$ cat src/include/ctk_pkg.sv
// Purpose : shared constants and carriers for the touch-key readout block
// Assumes : one 32-bit avalon word per 8-bit register, data in lane 0
// Notes   : module registers sit below the common ones in the byte map
package ctk_pkg;

  // ************************************************************
  // sizes
  // ************************************************************
  localparam int NMOD    = 4;
  localparam int KEYS    = 4;
  localparam int CNT_W   = 16;
  localparam int TMR_W   = 8;
  localparam int MINOR_W = 5;
  localparam int TRIM_W  = 10;
  localparam int AW      = 8;
  localparam int DW      = 32;
  localparam int PAD_W   = DW - 8;

  // trim scale: capacitance is trim times full scale over steps
  localparam int TRIM_FULL_PF = 50;
  localparam int TRIM_STEPS   = 1024;

  // ************************************************************
  // address map: bit 7 picks common area, bits 6:5 module, 4:2 register
  // ************************************************************
  localparam logic [2:0] REG_CNT_LO   = 3'h0;
  localparam logic [2:0] REG_CNT_HI   = 3'h1;
  localparam logic [2:0] REG_TRIM_LO  = 3'h2;
  localparam logic [2:0] REG_TRIM_HI  = 3'h3;
  localparam logic [2:0] REG_FREQ_CTL = 3'h4;
  localparam logic [2:0] REG_OSC_PIN  = 3'h5;
  localparam logic [2:0] REG_COM_CTL  = 3'h0;
  localparam logic [2:0] REG_COM_RNG  = 3'h1;
  localparam logic [2:0] REG_COM_RLD  = 3'h2;
  localparam int         A_AREA       = 7;

  // ************************************************************
  // field positions
  // ************************************************************
  localparam int C0_MFREQ  = 5;
  localparam int C0_FILT   = 4;
  localparam int C0_HOP    = 3;
  localparam int C1_TSS    = 7;
  localparam int C1_ROEN   = 5;
  localparam int C1_KOEN   = 4;
  localparam int CC_RCOV   = 6;
  localparam int CC_START  = 5;
  localparam int CC_CFOV   = 4;
  localparam int CC_16OV   = 3;
  localparam int CC_SHARED_SLOT_COUNTER_SELECT   = 2;

  // ************************************************************
  // reset values and limits
  // ************************************************************
  localparam logic [1:0]         RANGE_RST = 2'h3;
  localparam logic [CNT_W-1:0]   CNT_MAX   = 16'hFFFF;
  localparam logic [TMR_W-1:0]   TMR_MAX   = 8'hFF;
  localparam logic [MINOR_W-1:0] MINOR_MAX = 5'h1F;

  typedef struct packed {
    logic [TRIM_W-1:0] trim;
    logic [7:0]        freq_ctl;
    logic [7:0]        osc_pin;
  } ctk_mod_cfg_t;

  typedef struct packed {
    logic       shared_slot_counter_select;
    logic [1:0] div;
    logic [1:0] range;
    logic [7:0] reload;
  } ctk_common_t;

endpackage : ctk_pkg

$ cat src/logic/ctk_touch.sv
// Purpose : four capacitive touch-key counting modules behind avalon-mm
// Assumes : oscillator outputs arrive as asynchronous pins, slower than clk/4
// Notes   : results are latched at the end of each slot, on the same edge that clears the counters
`timescale 1ns/10ps
`default_nettype none
module ctk_touch
  import ctk_pkg::*;
(
  // clock and reset
  input  wire logic                    clk_sys_i,
  input  wire logic                    rst_n_i,
  // avalon-mm slave
  input  wire logic [AW-1:0]           avs_address_i,
  input  wire logic                    avs_read_i,
  input  wire logic                    avs_write_i,
  input  wire logic [DW-1:0]           avs_writedata_i,
  input  wire logic [3:0]              avs_byteenable_i,
  output logic      [DW-1:0]           avs_readdata_o,
  output logic                         avs_waitrequest_o,
  // oscillator pins
  input  wire logic [NMOD-1:0]         key_osc_i,
  input  wire logic [NMOD-1:0]         ref_osc_i,
  // oscillator and pad control
  output logic      [NMOD-1:0]         key_osc_enable_o,
  output logic      [NMOD-1:0]         ref_osc_enable_o,
  output logic      [NMOD*3-1:0]       osc_freq_select_o,
  output logic      [NMOD*TRIM_W-1:0]  ref_cap_trim_o,
  output logic      [NMOD-1:0]         multi_freq_enable_o,
  output logic      [NMOD-1:0]         filter_enable_o,
  output logic      [NMOD*2-1:0]       mux_key_select_o,
  output logic      [NMOD*KEYS-1:0]    key_pin_function_select_o,
  output logic      [1:0]              touch_osc_freq_range_o,
  // event
  output logic                         touch_irq_o
);

  // ************************************************************
  // reset release
  // ************************************************************
  logic rst_q1_r;
  logic rst_n;
  always_ff @(posedge clk_sys_i or negedge rst_n_i) begin
    if (!rst_n_i) begin
      rst_q1_r <= 1'b0;
      rst_n    <= 1'b0;
    end else begin
      rst_q1_r <= 1'b1;
      rst_n    <= rst_q1_r;
    end
  end

  // ************************************************************
  // bus slave: one wait state, read data stands with the answer
  // ************************************************************
  logic            ack_r;
  logic [DW-1:0]   rdata_r;
  logic [7:0]      rd_byte;
  wire             req       = avs_read_i | avs_write_i;
  wire             wr_stb    = avs_write_i & ack_r & avs_byteenable_i[0];
  wire             in_common = avs_address_i[A_AREA];
  wire [1:0]       a_mod     = avs_address_i[6:5];
  wire [2:0]       a_reg     = avs_address_i[4:2];
  wire [7:0]       wbyte     = avs_writedata_i[7:0];
  wire             wr_cc     = wr_stb & in_common & (a_reg == REG_COM_CTL);
  wire             wr_rng    = wr_stb & in_common & (a_reg == REG_COM_RNG);
  wire             wr_rld    = wr_stb & in_common & (a_reg == REG_COM_RLD);

  assign avs_waitrequest_o = req & ~ack_r;
  assign avs_readdata_o    = rdata_r;

  always_ff @(posedge clk_sys_i or negedge rst_n) begin
    if (!rst_n) begin
      ack_r   <= 1'b0;
      rdata_r <= '0;
    end else begin
      ack_r <= req & ~ack_r;
      if (avs_read_i & ~ack_r) begin
        rdata_r <= {{PAD_W{1'b0}}, rd_byte};
      end
    end
  end

  // ************************************************************
  // common control and flags
  // ************************************************************
  ctk_common_t     com_r;
  logic            start_r;
  logic            start_d_r;
  logic            running_r;
  logic            rcov_r;
  logic            cfov_r;
  logic            ov16_r;
  logic            irq_r;
  logic [2:0]      pre_r;
  logic [NMOD-1:0] fc_ovf;
  logic [NMOD-1:0] c16_ovf;
  logic [NMOD-1:0] slot_ovf;
  logic [NMOD-1:0] sel_ovf;
  logic [NMOD-1:0] done_r;
  logic [NMOD-1:0] mod_en;
  logic            end_evt;

  wire start_rise = start_r & ~start_d_r;
  wire [NMOD-1:0] mod_en_eff = (mod_en == '0) ? NMOD'(1) : mod_en;
  // waiting for every enabled module keeps slow pads from being cut short
  wire all_done = &(done_r | sel_ovf | ~mod_en_eff);
  assign end_evt = running_r & (com_r.shared_slot_counter_select ? sel_ovf[0] : all_done);
  wire clr_cnt = ~start_r | end_evt;

  // prescaler for the divided system clock ticks
  wire [2:0] div_mask = (com_r.div == 2'h0) ? 3'h0 :
                        (com_r.div == 2'h1) ? 3'h1 :
                        (com_r.div == 2'h2) ? 3'h3 : 3'h7;
  wire div_tick  = (pre_r & div_mask) == 3'h0;
  wire sys4_tick = pre_r[1:0] == 2'h0;
  wire [7:0] cc_byte = {1'b0, rcov_r, start_r, cfov_r, ov16_r, com_r.shared_slot_counter_select, com_r.div};

  always_ff @(posedge clk_sys_i or negedge rst_n) begin
    if (!rst_n) begin
      com_r     <= '{shared_slot_counter_select: 1'b0, div: 2'h0, range: RANGE_RST, reload: 8'h00};
      start_r   <= 1'b0;
      start_d_r <= 1'b0;
      running_r <= 1'b0;
      rcov_r    <= 1'b0;
      cfov_r    <= 1'b0;
      ov16_r    <= 1'b0;
      irq_r     <= 1'b0;
      pre_r     <= 3'h0;
    end else begin
      pre_r     <= pre_r + 3'h1;
      start_d_r <= start_r;
      irq_r     <= end_evt;
      if (wr_cc) begin
        start_r    <= wbyte[CC_START];
        com_r.shared_slot_counter_select <= wbyte[CC_SHARED_SLOT_COUNTER_SELECT];
        com_r.div  <= wbyte[1:0];
      end
      if (wr_rng) begin
        com_r.range <= wbyte[1:0];
      end
      if (wr_rld) begin
        com_r.reload <= wbyte;
      end
      // software may only clear a flag; a set in the same cycle wins
      rcov_r <= end_evt | (rcov_r & ~(wr_cc & ~wbyte[CC_RCOV]));
      cfov_r <= (|fc_ovf) | (cfov_r & ~(wr_cc & ~wbyte[CC_CFOV]));
      ov16_r <= c16_ovf[0] | (ov16_r & ~(wr_cc & ~wbyte[CC_16OV]));
      if (end_evt | ~start_r) begin
        running_r <= 1'b0;
      end else if (start_rise) begin
        running_r <= 1'b1;
      end
    end
  end

  assign touch_irq_o            = irq_r;
  assign touch_osc_freq_range_o = com_r.range;

  // ************************************************************
  // oscillator pin synchronisers
  // ************************************************************
  logic [NMOD-1:0] ko_q1_r, ko_q2_r, ko_q3_r;
  logic [NMOD-1:0] ro_q1_r, ro_q2_r, ro_q3_r;
  always_ff @(posedge clk_sys_i or negedge rst_n) begin
    if (!rst_n) begin
      ko_q1_r <= '0;
      ko_q2_r <= '0;
      ko_q3_r <= '0;
      ro_q1_r <= '0;
      ro_q2_r <= '0;
      ro_q3_r <= '0;
    end else begin
      ko_q1_r <= key_osc_i;
      ko_q2_r <= ko_q1_r;
      ko_q3_r <= ko_q2_r;
      ro_q1_r <= ref_osc_i;
      ro_q2_r <= ro_q1_r;
      ro_q3_r <= ro_q2_r;
    end
  end
  wire [NMOD-1:0] key_edge = ko_q2_r & ~ko_q3_r;
  wire [NMOD-1:0] ref_edge = ro_q2_r & ~ro_q3_r;

  // ************************************************************
  // per-module counting, four identical copies
  // ************************************************************
  ctk_mod_cfg_t       cfg_r    [NMOD];
  logic [CNT_W-1:0]   fc_r     [NMOD];
  logic [CNT_W-1:0]   c16_r    [NMOD];
  logic [CNT_W-1:0]   result_r [NMOD];
  logic [TMR_W-1:0]   tmr_r    [NMOD];
  logic [MINOR_W-1:0] minor_r  [NMOD];
  logic [2:0]         hop_r    [NMOD];

  for (genvar m = 0; m < NMOD; m++) begin : g_mod
    wire       wr_m     = wr_stb & ~in_common & (a_mod == 2'(m));
    wire       run_m    = running_r & ~done_r[m];
    wire       hop_m    = cfg_r[m].freq_ctl[C0_HOP];
    wire       slot_tk  = cfg_r[m].osc_pin[C1_TSS] ? sys4_tick : ref_edge[m];
    wire       slot_st  = run_m & slot_tk;
    wire       tmr_wrap = slot_st & (tmr_r[m] == TMR_MAX);
    wire       fc_inc   = run_m & cfg_r[m].osc_pin[C1_KOEN] & key_edge[m];
    wire       c16_inc  = run_m & div_tick;

    assign slot_ovf[m] = tmr_wrap & (minor_r[m] == MINOR_MAX);
    assign sel_ovf[m]  = com_r.shared_slot_counter_select ? slot_ovf[0] : slot_ovf[m];
    assign fc_ovf[m]   = fc_inc & (fc_r[m] == CNT_MAX);
    assign c16_ovf[m]  = c16_inc & (c16_r[m] == CNT_MAX);
    assign mod_en[m]   = |cfg_r[m].osc_pin[KEYS-1:0];

    always_ff @(posedge clk_sys_i or negedge rst_n) begin
      if (!rst_n) begin
        cfg_r[m] <= '0;
      end else if (wr_m) begin
        case (a_reg)
          REG_TRIM_LO:  cfg_r[m].trim[7:0]         <= wbyte;
          REG_TRIM_HI:  cfg_r[m].trim[TRIM_W-1:8]  <= wbyte[1:0];
          REG_FREQ_CTL: cfg_r[m].freq_ctl          <= wbyte;
          REG_OSC_PIN:  cfg_r[m].osc_pin           <= {wbyte[7], 1'b0, wbyte[5:0]};
          default:      cfg_r[m]                   <= cfg_r[m];
        endcase
      end
    end

    always_ff @(posedge clk_sys_i or negedge rst_n) begin
      if (!rst_n) begin
        fc_r[m]     <= '0;
        c16_r[m]    <= '0;
        result_r[m] <= '0;
        tmr_r[m]    <= '0;
        minor_r[m]  <= '0;
        hop_r[m]    <= '0;
        done_r[m]   <= 1'b0;
      end else begin
        if (start_rise & hop_m) begin
          hop_r[m] <= hop_r[m] + 3'h1;
        end
        if (end_evt) begin
          result_r[m] <= fc_r[m];
          tmr_r[m]    <= com_r.reload;
        end else if (wr_rld & ~running_r) begin
          tmr_r[m] <= wbyte;
        end else if (slot_st) begin
          tmr_r[m] <= tmr_wrap ? com_r.reload : tmr_r[m] + 8'h01;
        end
        if (clr_cnt) begin
          fc_r[m]    <= '0;
          c16_r[m]   <= '0;
          minor_r[m] <= '0;
          done_r[m]  <= 1'b0;
        end else begin
          if (fc_inc) begin
            fc_r[m] <= fc_r[m] + 16'h0001;
          end
          if (c16_inc) begin
            c16_r[m] <= c16_r[m] + 16'h0001;
          end
          if (tmr_wrap) begin
            minor_r[m] <= minor_r[m] + 5'h01;
          end
          done_r[m] <= done_r[m] | sel_ovf[m];
        end
      end
    end

    // enables follow the run state so a finished slot silences the pads
    always_ff @(posedge clk_sys_i or negedge rst_n) begin
      if (!rst_n) begin
        key_osc_enable_o[m] <= 1'b0;
        ref_osc_enable_o[m] <= 1'b0;
      end else begin
        key_osc_enable_o[m] <= run_m & cfg_r[m].osc_pin[C1_KOEN];
        ref_osc_enable_o[m] <= run_m & cfg_r[m].osc_pin[C1_ROEN];
      end
    end

    assign osc_freq_select_o[m*3 +: 3] = hop_m ? hop_r[m] : cfg_r[m].freq_ctl[2:0];
    assign ref_cap_trim_o[m*TRIM_W +: TRIM_W] = cfg_r[m].trim;
    assign multi_freq_enable_o[m] = cfg_r[m].freq_ctl[C0_MFREQ];
    assign filter_enable_o[m]     = cfg_r[m].freq_ctl[C0_FILT];
    assign mux_key_select_o[m*2 +: 2] = cfg_r[m].freq_ctl[7:6];
    assign key_pin_function_select_o[m*KEYS +: KEYS] = cfg_r[m].osc_pin[KEYS-1:0];
  end

  // ************************************************************
  // read decode; unmapped words read zero
  // ************************************************************
  wire [7:0] mod_byte =
    (a_reg == REG_CNT_LO)   ? result_r[a_mod][7:0] :
    (a_reg == REG_CNT_HI)   ? result_r[a_mod][15:8] :
    (a_reg == REG_TRIM_LO)  ? cfg_r[a_mod].trim[7:0] :
    (a_reg == REG_TRIM_HI)  ? {6'h00, cfg_r[a_mod].trim[TRIM_W-1:8]} :
    (a_reg == REG_FREQ_CTL) ? cfg_r[a_mod].freq_ctl :
    (a_reg == REG_OSC_PIN)  ? cfg_r[a_mod].osc_pin : 8'h00;
  wire [7:0] com_byte =
    (a_reg == REG_COM_CTL)  ? cc_byte :
    (a_reg == REG_COM_RNG)  ? {6'h00, com_r.range} :
    (a_reg == REG_COM_RLD)  ? com_r.reload : 8'h00;
  assign rd_byte = in_common ? com_byte : mod_byte;

  // ************************************************************
  // checks
  // ************************************************************
  a_start_runs: assert property (@(posedge clk_sys_i) disable iff (!rst_n)
    start_rise |=> running_r)
    else $error("start edge did not switch counting on");
  a_stop_clears: assert property (@(posedge clk_sys_i) disable iff (!rst_n)
    !start_r |=> (fc_r[0] == 16'h0000) && (c16_r[0] == 16'h0000) && (minor_r[0] == 5'h00))
    else $error("counters not cleared while start is low");
  a_end_clears: assert property (@(posedge clk_sys_i) disable iff (!rst_n)
    end_evt |=> !running_r && (tmr_r[1] == $past(com_r.reload)) && (fc_r[1] == 16'h0000))
    else $error("end of slot did not clear counters");
  a_osc_stop: assert property (@(posedge clk_sys_i) disable iff (!rst_n)
    end_evt |-> ##2 (key_osc_enable_o == '0) && (ref_osc_enable_o == '0))
    else $error("oscillators still enabled after slot overflow");
  a_irq_pulse: assert property (@(posedge clk_sys_i) disable iff (!rst_n)
    end_evt |=> touch_irq_o && rcov_r ##1 !touch_irq_o)
    else $error("touch interrupt not a single pulse with flag");
  a_result_latch: assert property (@(posedge clk_sys_i) disable iff (!rst_n)
    end_evt |=> result_r[0] == $past(fc_r[0]))
    else $error("result not latched at end of slot");
  a_cfov_sticky: assert property (@(posedge clk_sys_i) disable iff (!rst_n)
    (|fc_ovf) || (cfov_r && !wr_cc) |=> cfov_r)
    else $error("sense overflow flag lost");
  a_ov16_set: assert property (@(posedge clk_sys_i) disable iff (!rst_n)
    c16_ovf[0] |=> ov16_r && (c16_r[0] == 16'h0000 || $past(clr_cnt)))
    else $error("module 0 counter overflow not flagged");
  a_hop_ignore: assert property (@(posedge clk_sys_i) disable iff (!rst_n)
    cfg_r[0].freq_ctl[C0_HOP] && $past(cfg_r[0].freq_ctl[C0_HOP]) && !$past(start_rise)
    && $changed(cfg_r[0].freq_ctl[2:0]) |-> $stable(osc_freq_select_o[2:0]))
    else $error("frequency field leaked through while hopping");
  a_slot_interval: assert property (@(posedge clk_sys_i) disable iff (!rst_n)
    g_mod[0].slot_st && (tmr_r[0] == TMR_MAX) && (minor_r[0] != MINOR_MAX) && !clr_cnt
    |=> (tmr_r[0] == $past(com_r.reload)) && (minor_r[0] == $past(minor_r[0]) + 5'h01))
    else $error("timer wrap did not reload and step the slot count");
  a_wait_once: assert property (@(posedge clk_sys_i) disable iff (!rst_n)
    req && !ack_r |=> !avs_waitrequest_o)
    else $error("bus answer not given after one wait state");

endmodule : ctk_touch
`default_nettype wire

$ cat config.mk
export PLATFORM = sky130hd
export DESIGN_NAME = ctk_touch
export DESIGN_NICKNAME = d
export VERILOG_FILES = /design/src/include/ctk_pkg.sv /design/src/logic/ctk_touch.sv
export SDC_FILE = /design/constraint.sdc
export NUM_CORES = 1
export LEC_CHECK = 0
export ABC_AREA = 1
export BUFFER_PORTS_ARGS = -buffer_cell sky130_fd_sc_hd__buf_2
export CAP_MARGIN = 0
export CORE_MARGIN = 10
export CORE_UTILIZATION = 43
export CTS_CLUSTER_SIZE = 28
export DETAILED_ROUTE_END_ITERATION = 6
export SETUP_SLACK_MARGIN = 0.02
export SYNTH_ARGS = -nofsm -noshare
export SYNTH_HDL_FRONTEND = slang
export SYNTH_SLANG_ARGS = --single-unit
export TNS_END_PERCENT = 100
$ cat constraint.sdc
create_clock -name clk_sys_i -period 14.2 [get_ports clk_sys_i]
set_input_delay 0 -clock clk_sys_i [delete_from_list [all_inputs] [get_ports clk_sys_i]]
set_output_delay 0 -clock clk_sys_i [all_outputs]
set_load 0.05 [all_outputs]
==> run_results.csv <==
group,metric,value,unit
status,outcome,"complete, no violations",
detailed_routing,drtAntennaViolNets,0,
grt,grt_pass1_vias,14700,
cts,clk_pin_slew,0.06,ns
floorplanning,rows,76,
yosys,yosys.area_share.simple,0.231,
critical_path,crit_path_max_fanout,90,
final_layout,syn2layout_area_growth,11.9,%
timing,worst_pin_slew,1.07,ns
power_and_ir_drop,switching_share,0.303,
power_and_ir_drop,peakVddDrop,0.0000896,V
yosys,synth_area,0.0188,mm^2
final_layout,nets,2406,
cts,clk_latency,0.58,ns
timing,period_needed,4.32,ns
critical_path,r2r_start,"running_r",
yosys,synth-adder-area-share,0.0153,
detailed_routing,firstDrtPassIters,6,
yosys,synth_top_area_share,0.501,
cts,htreeDepth,2,
critical_path,crit_path_start_kind,"flop",
placed_design,place_area,0.0193,mm^2
timing,setup_slack,9.88,ns
yosys,async_flop_share,1.00,
final_layout,fin_area,0.0210,mm^2
timing,skew,0.0315,ns
power_and_ir_drop,p_seq_frac,0.424,
timing,period_share,0.304,
timing,setup_viol,0,
detailed_routing,first_iter_violations,1662,
yosys,postSynthAreaPerCell,8.25,um^2
detailed_routing,via_per_inst,5.31,
floorplanning,die_height,229,um
yosys,yosysWarnings,0,
yosys,synth-compound-area-share,0.114,
detailed_routing,drc,0,
power_and_ir_drop,pwr-share-comb,0.176,
floorplanning,dieArea,0.0525,mm^2
cts,cts_made_buffers,44,
detailed_routing,vias,15600,
placed_design,dpl_worst_slack,9.95,ns
power_and_ir_drop,power.density,141,mW/mm^2
grt,grt_start_max_net_pins,155,
grt,grt_usage,0.200,
min_path,hp-start,"avs_address_i[2]",
floorplanning,start_util,0.435,
cts,cts_tree,"yes",
critical_path,endpoint_kind,"flop",
yosys,synth-edff-count,0,
final_layout,drive_gt1_frac,0.103,
floorplanning,io_pins,184,
power_and_ir_drop,power_switching,895,uW
timing,timing.slew.headroom,0.289,
yosys,synth_area_leaders,"dfrtp_1 (50%), nand2_1 (12%), o21ai_0 (4.8%)",
yosys,ys_ff_latch,378,
yosys,synth_xor_xnor_area_share,0.0308,
timing,slew_viol_final,0,
grt,grt_pass1_wl,84300,um
critical_path,crit_start,"running_r",
min_path,hp-class,"in2reg",
floorplanning,fp.dieW,229,um
yosys,yosys-mux-area-fraction,0.00240,
cts,cts_root_buffer,"clkbuf_16",
power_and_ir_drop,clkPwrFrac,0.400,
yosys,yosysUniqueCellTypes,47,
timing,fin_tns_setup,0,ns
detailed_routing,routed_wl,53700,um
power_and_ir_drop,cellInternalPower,2.06,mW
placed_design,io_buffers,130,
timing,hold_viol_final,0,
grt,overflow,0,
timing,rsz0062_at_grt,"no",
grt,antenna_found_initial,0,
yosys,synth_ff_type,"dfrtp_1",
yosys,syn_inst,2278,
yosys,synth_largest_area_cell,"dfrtp_1",
cts,cts_sinks,378,
yosys,yosysMostFrequentCell,"nand2_1",
run,max_cap_viol_count,0,
placed_design,dp_hpwl,37700,um
yosys,yosysSeqAreaShare,0.503,
detailed_routing,wl_per_cell,18.2,um
critical_path,cp.required,14.62,ns
final_layout,n_antenna_cell,0,
timing,fmax,0.232,GHz
floorplanning,design.core.area,0.0432,mm^2
cts,clockBufferDepth,3,
yosys,synth_common_cells,"nand2_1 (587), dfrtp_1 (376), inv_1 (206), o21ai_0 (180), nor2_1 (148)",
yosys,synth_top_family_by_area,"simple AND/OR/NAND/NOR gates",
power_and_ir_drop,p_leak,9.92,nW
placed_design,gp_congestion,0.925,
critical_path,cp.arrival,4.73,ns
critical_path,worst-setup-path-type,"reg2reg",
## worst max-delay path, stage by stage (launching register included)
cell	delay, ns
dfrtp_1	0.61
inv_2	0.22
nor2_1	0.24
nand2_1	0.10
nor2_2	0.27
nand4_1	0.26
nand4_1	0.17
nand2_1	0.10
o21ai_4	0.27
nand2_4	0.47
nand2_4	0.43
buf_4	0.79
nor2_1	0.11
## repair_timing
item / 4_1_cts / 5_1_grt
setup buffers: 0 / 0
resized for setup: 0 / 0
hold buffers: 23 / 0
hold endpoints to repair: 39 / 0
## final cells by class
| type | count | area, um^2 |
|---|---|---|
| clock buffer | 64 | 1300 |
| timing repair buffer | 165 | 983 |
| multi-input combinational | 1524 | 7530 |
| tap | 585 | 732 |
| inverter | 214 | 803 |
| sequential | 378 | 9470 |
| clock inverter | 16 | 218 |
| fill | 4159 | 22100 |
## power by group through the flow
stage	Sequential [mW]	Clock (mW)	Combinational, mW
CTS	1.25	1.21	0.521
global route	1.26	1.25	0.584
finish	1.25	1.18	0.521
global placement	1.27	0	0.505
detailed placement	1.27	0	0.514
floorplan	1.26	0	0.408
## through the flow
stage	std cells	total power [mW]	util	hold WS [ns]
after global placement	2843	1.77	0.447	-0.215
after CTS	2946	2.98	0.487	0.0204
after global routing	2946	3.09	0.487	0.0725
after detailed placement	2843	1.78	0.447	-0.213
final	2946	2.95	0.487	0.0526
after floorplan	2301	1.67	-	-0.296
## state kept, by name, indices dropped and copies added (netlist names), 8 cells and up
| register | flops |
|---|---|
| ref_cap_trim_o | 40 |
| minor_r | 20 |
| mux_key_select_o | 8 |
| key_pin_function_select_o | 16 |
| c16_r | 16 |
| avs_readdata_o | 8 |
| result_r | 64 |
| hop_r | 12 |
| fc_r | 64 |
| tmr_r | 32 |
| com_r | 8 |
| cfg_r | 28 |
## kinds of logic (layout without fill, tap and decap cells)
kind of cell | Yosys count | in the layout
AO/OA/AOI/OAI | 385 | 385
AND/OR/NAND/NOR | 1021 | 1021
flip-flops | 378 | 378
other | 2 | 25
XOR/XNOR | 66 | 66
adder cells (fa/ha/maj) | 23 | 23
buffers and inverters | 399 | 459
multiplexers | 4 | 4
## cells in the final DEF, fill, tap and decap left out, drive strengths merged, types with 23 or more instances in the layout
| cell type | count |
|---|---|
| nand2 | 589 |
| dfrtp | 376 |
| o21ai | 221 |
| inv | 211 |
| nor2 | 153 |
| buf | 142 |
| nand3 | 126 |
| nor3 | 75 |
| a21oi | 74 |
| clkbuf | 64 |
| xor2 | 50 |
| a22oi | 43 |
| nand4 | 42 |
| conb | 25 |
| ha | 23 |
| dlygate4sd3 | 23 |
## metal layers
metal | vias to the layer above | part of all wire | global-route usage
met5 | - | 0 | 0
met4 | 0 | 0.027 | 0.0590
met3 | 105 | 0.070 | 0.0435
li1 | 7458 | - | -
met2 | 544 | 0.45 | 0.303
met1 | 7529 | 0.46 | 0.280
## path summary, 6_finish.rpt
path	depth (start not counted)	end	slack (ns)
max in group asynchronous	2	minor_r[4]	11.36
hold reg to reg	0	ko_q2_r[0]	0.35
setup / recovery	12	fc_r[31]	9.88
min in group asynchronous	3	rst_n	0.28
hold / removal	6	avs_readdata_o[4]	0.05
setup reg to reg	12	fc_r[31]	9.88
Note: power is estimated with default switching activity, not from simulation.
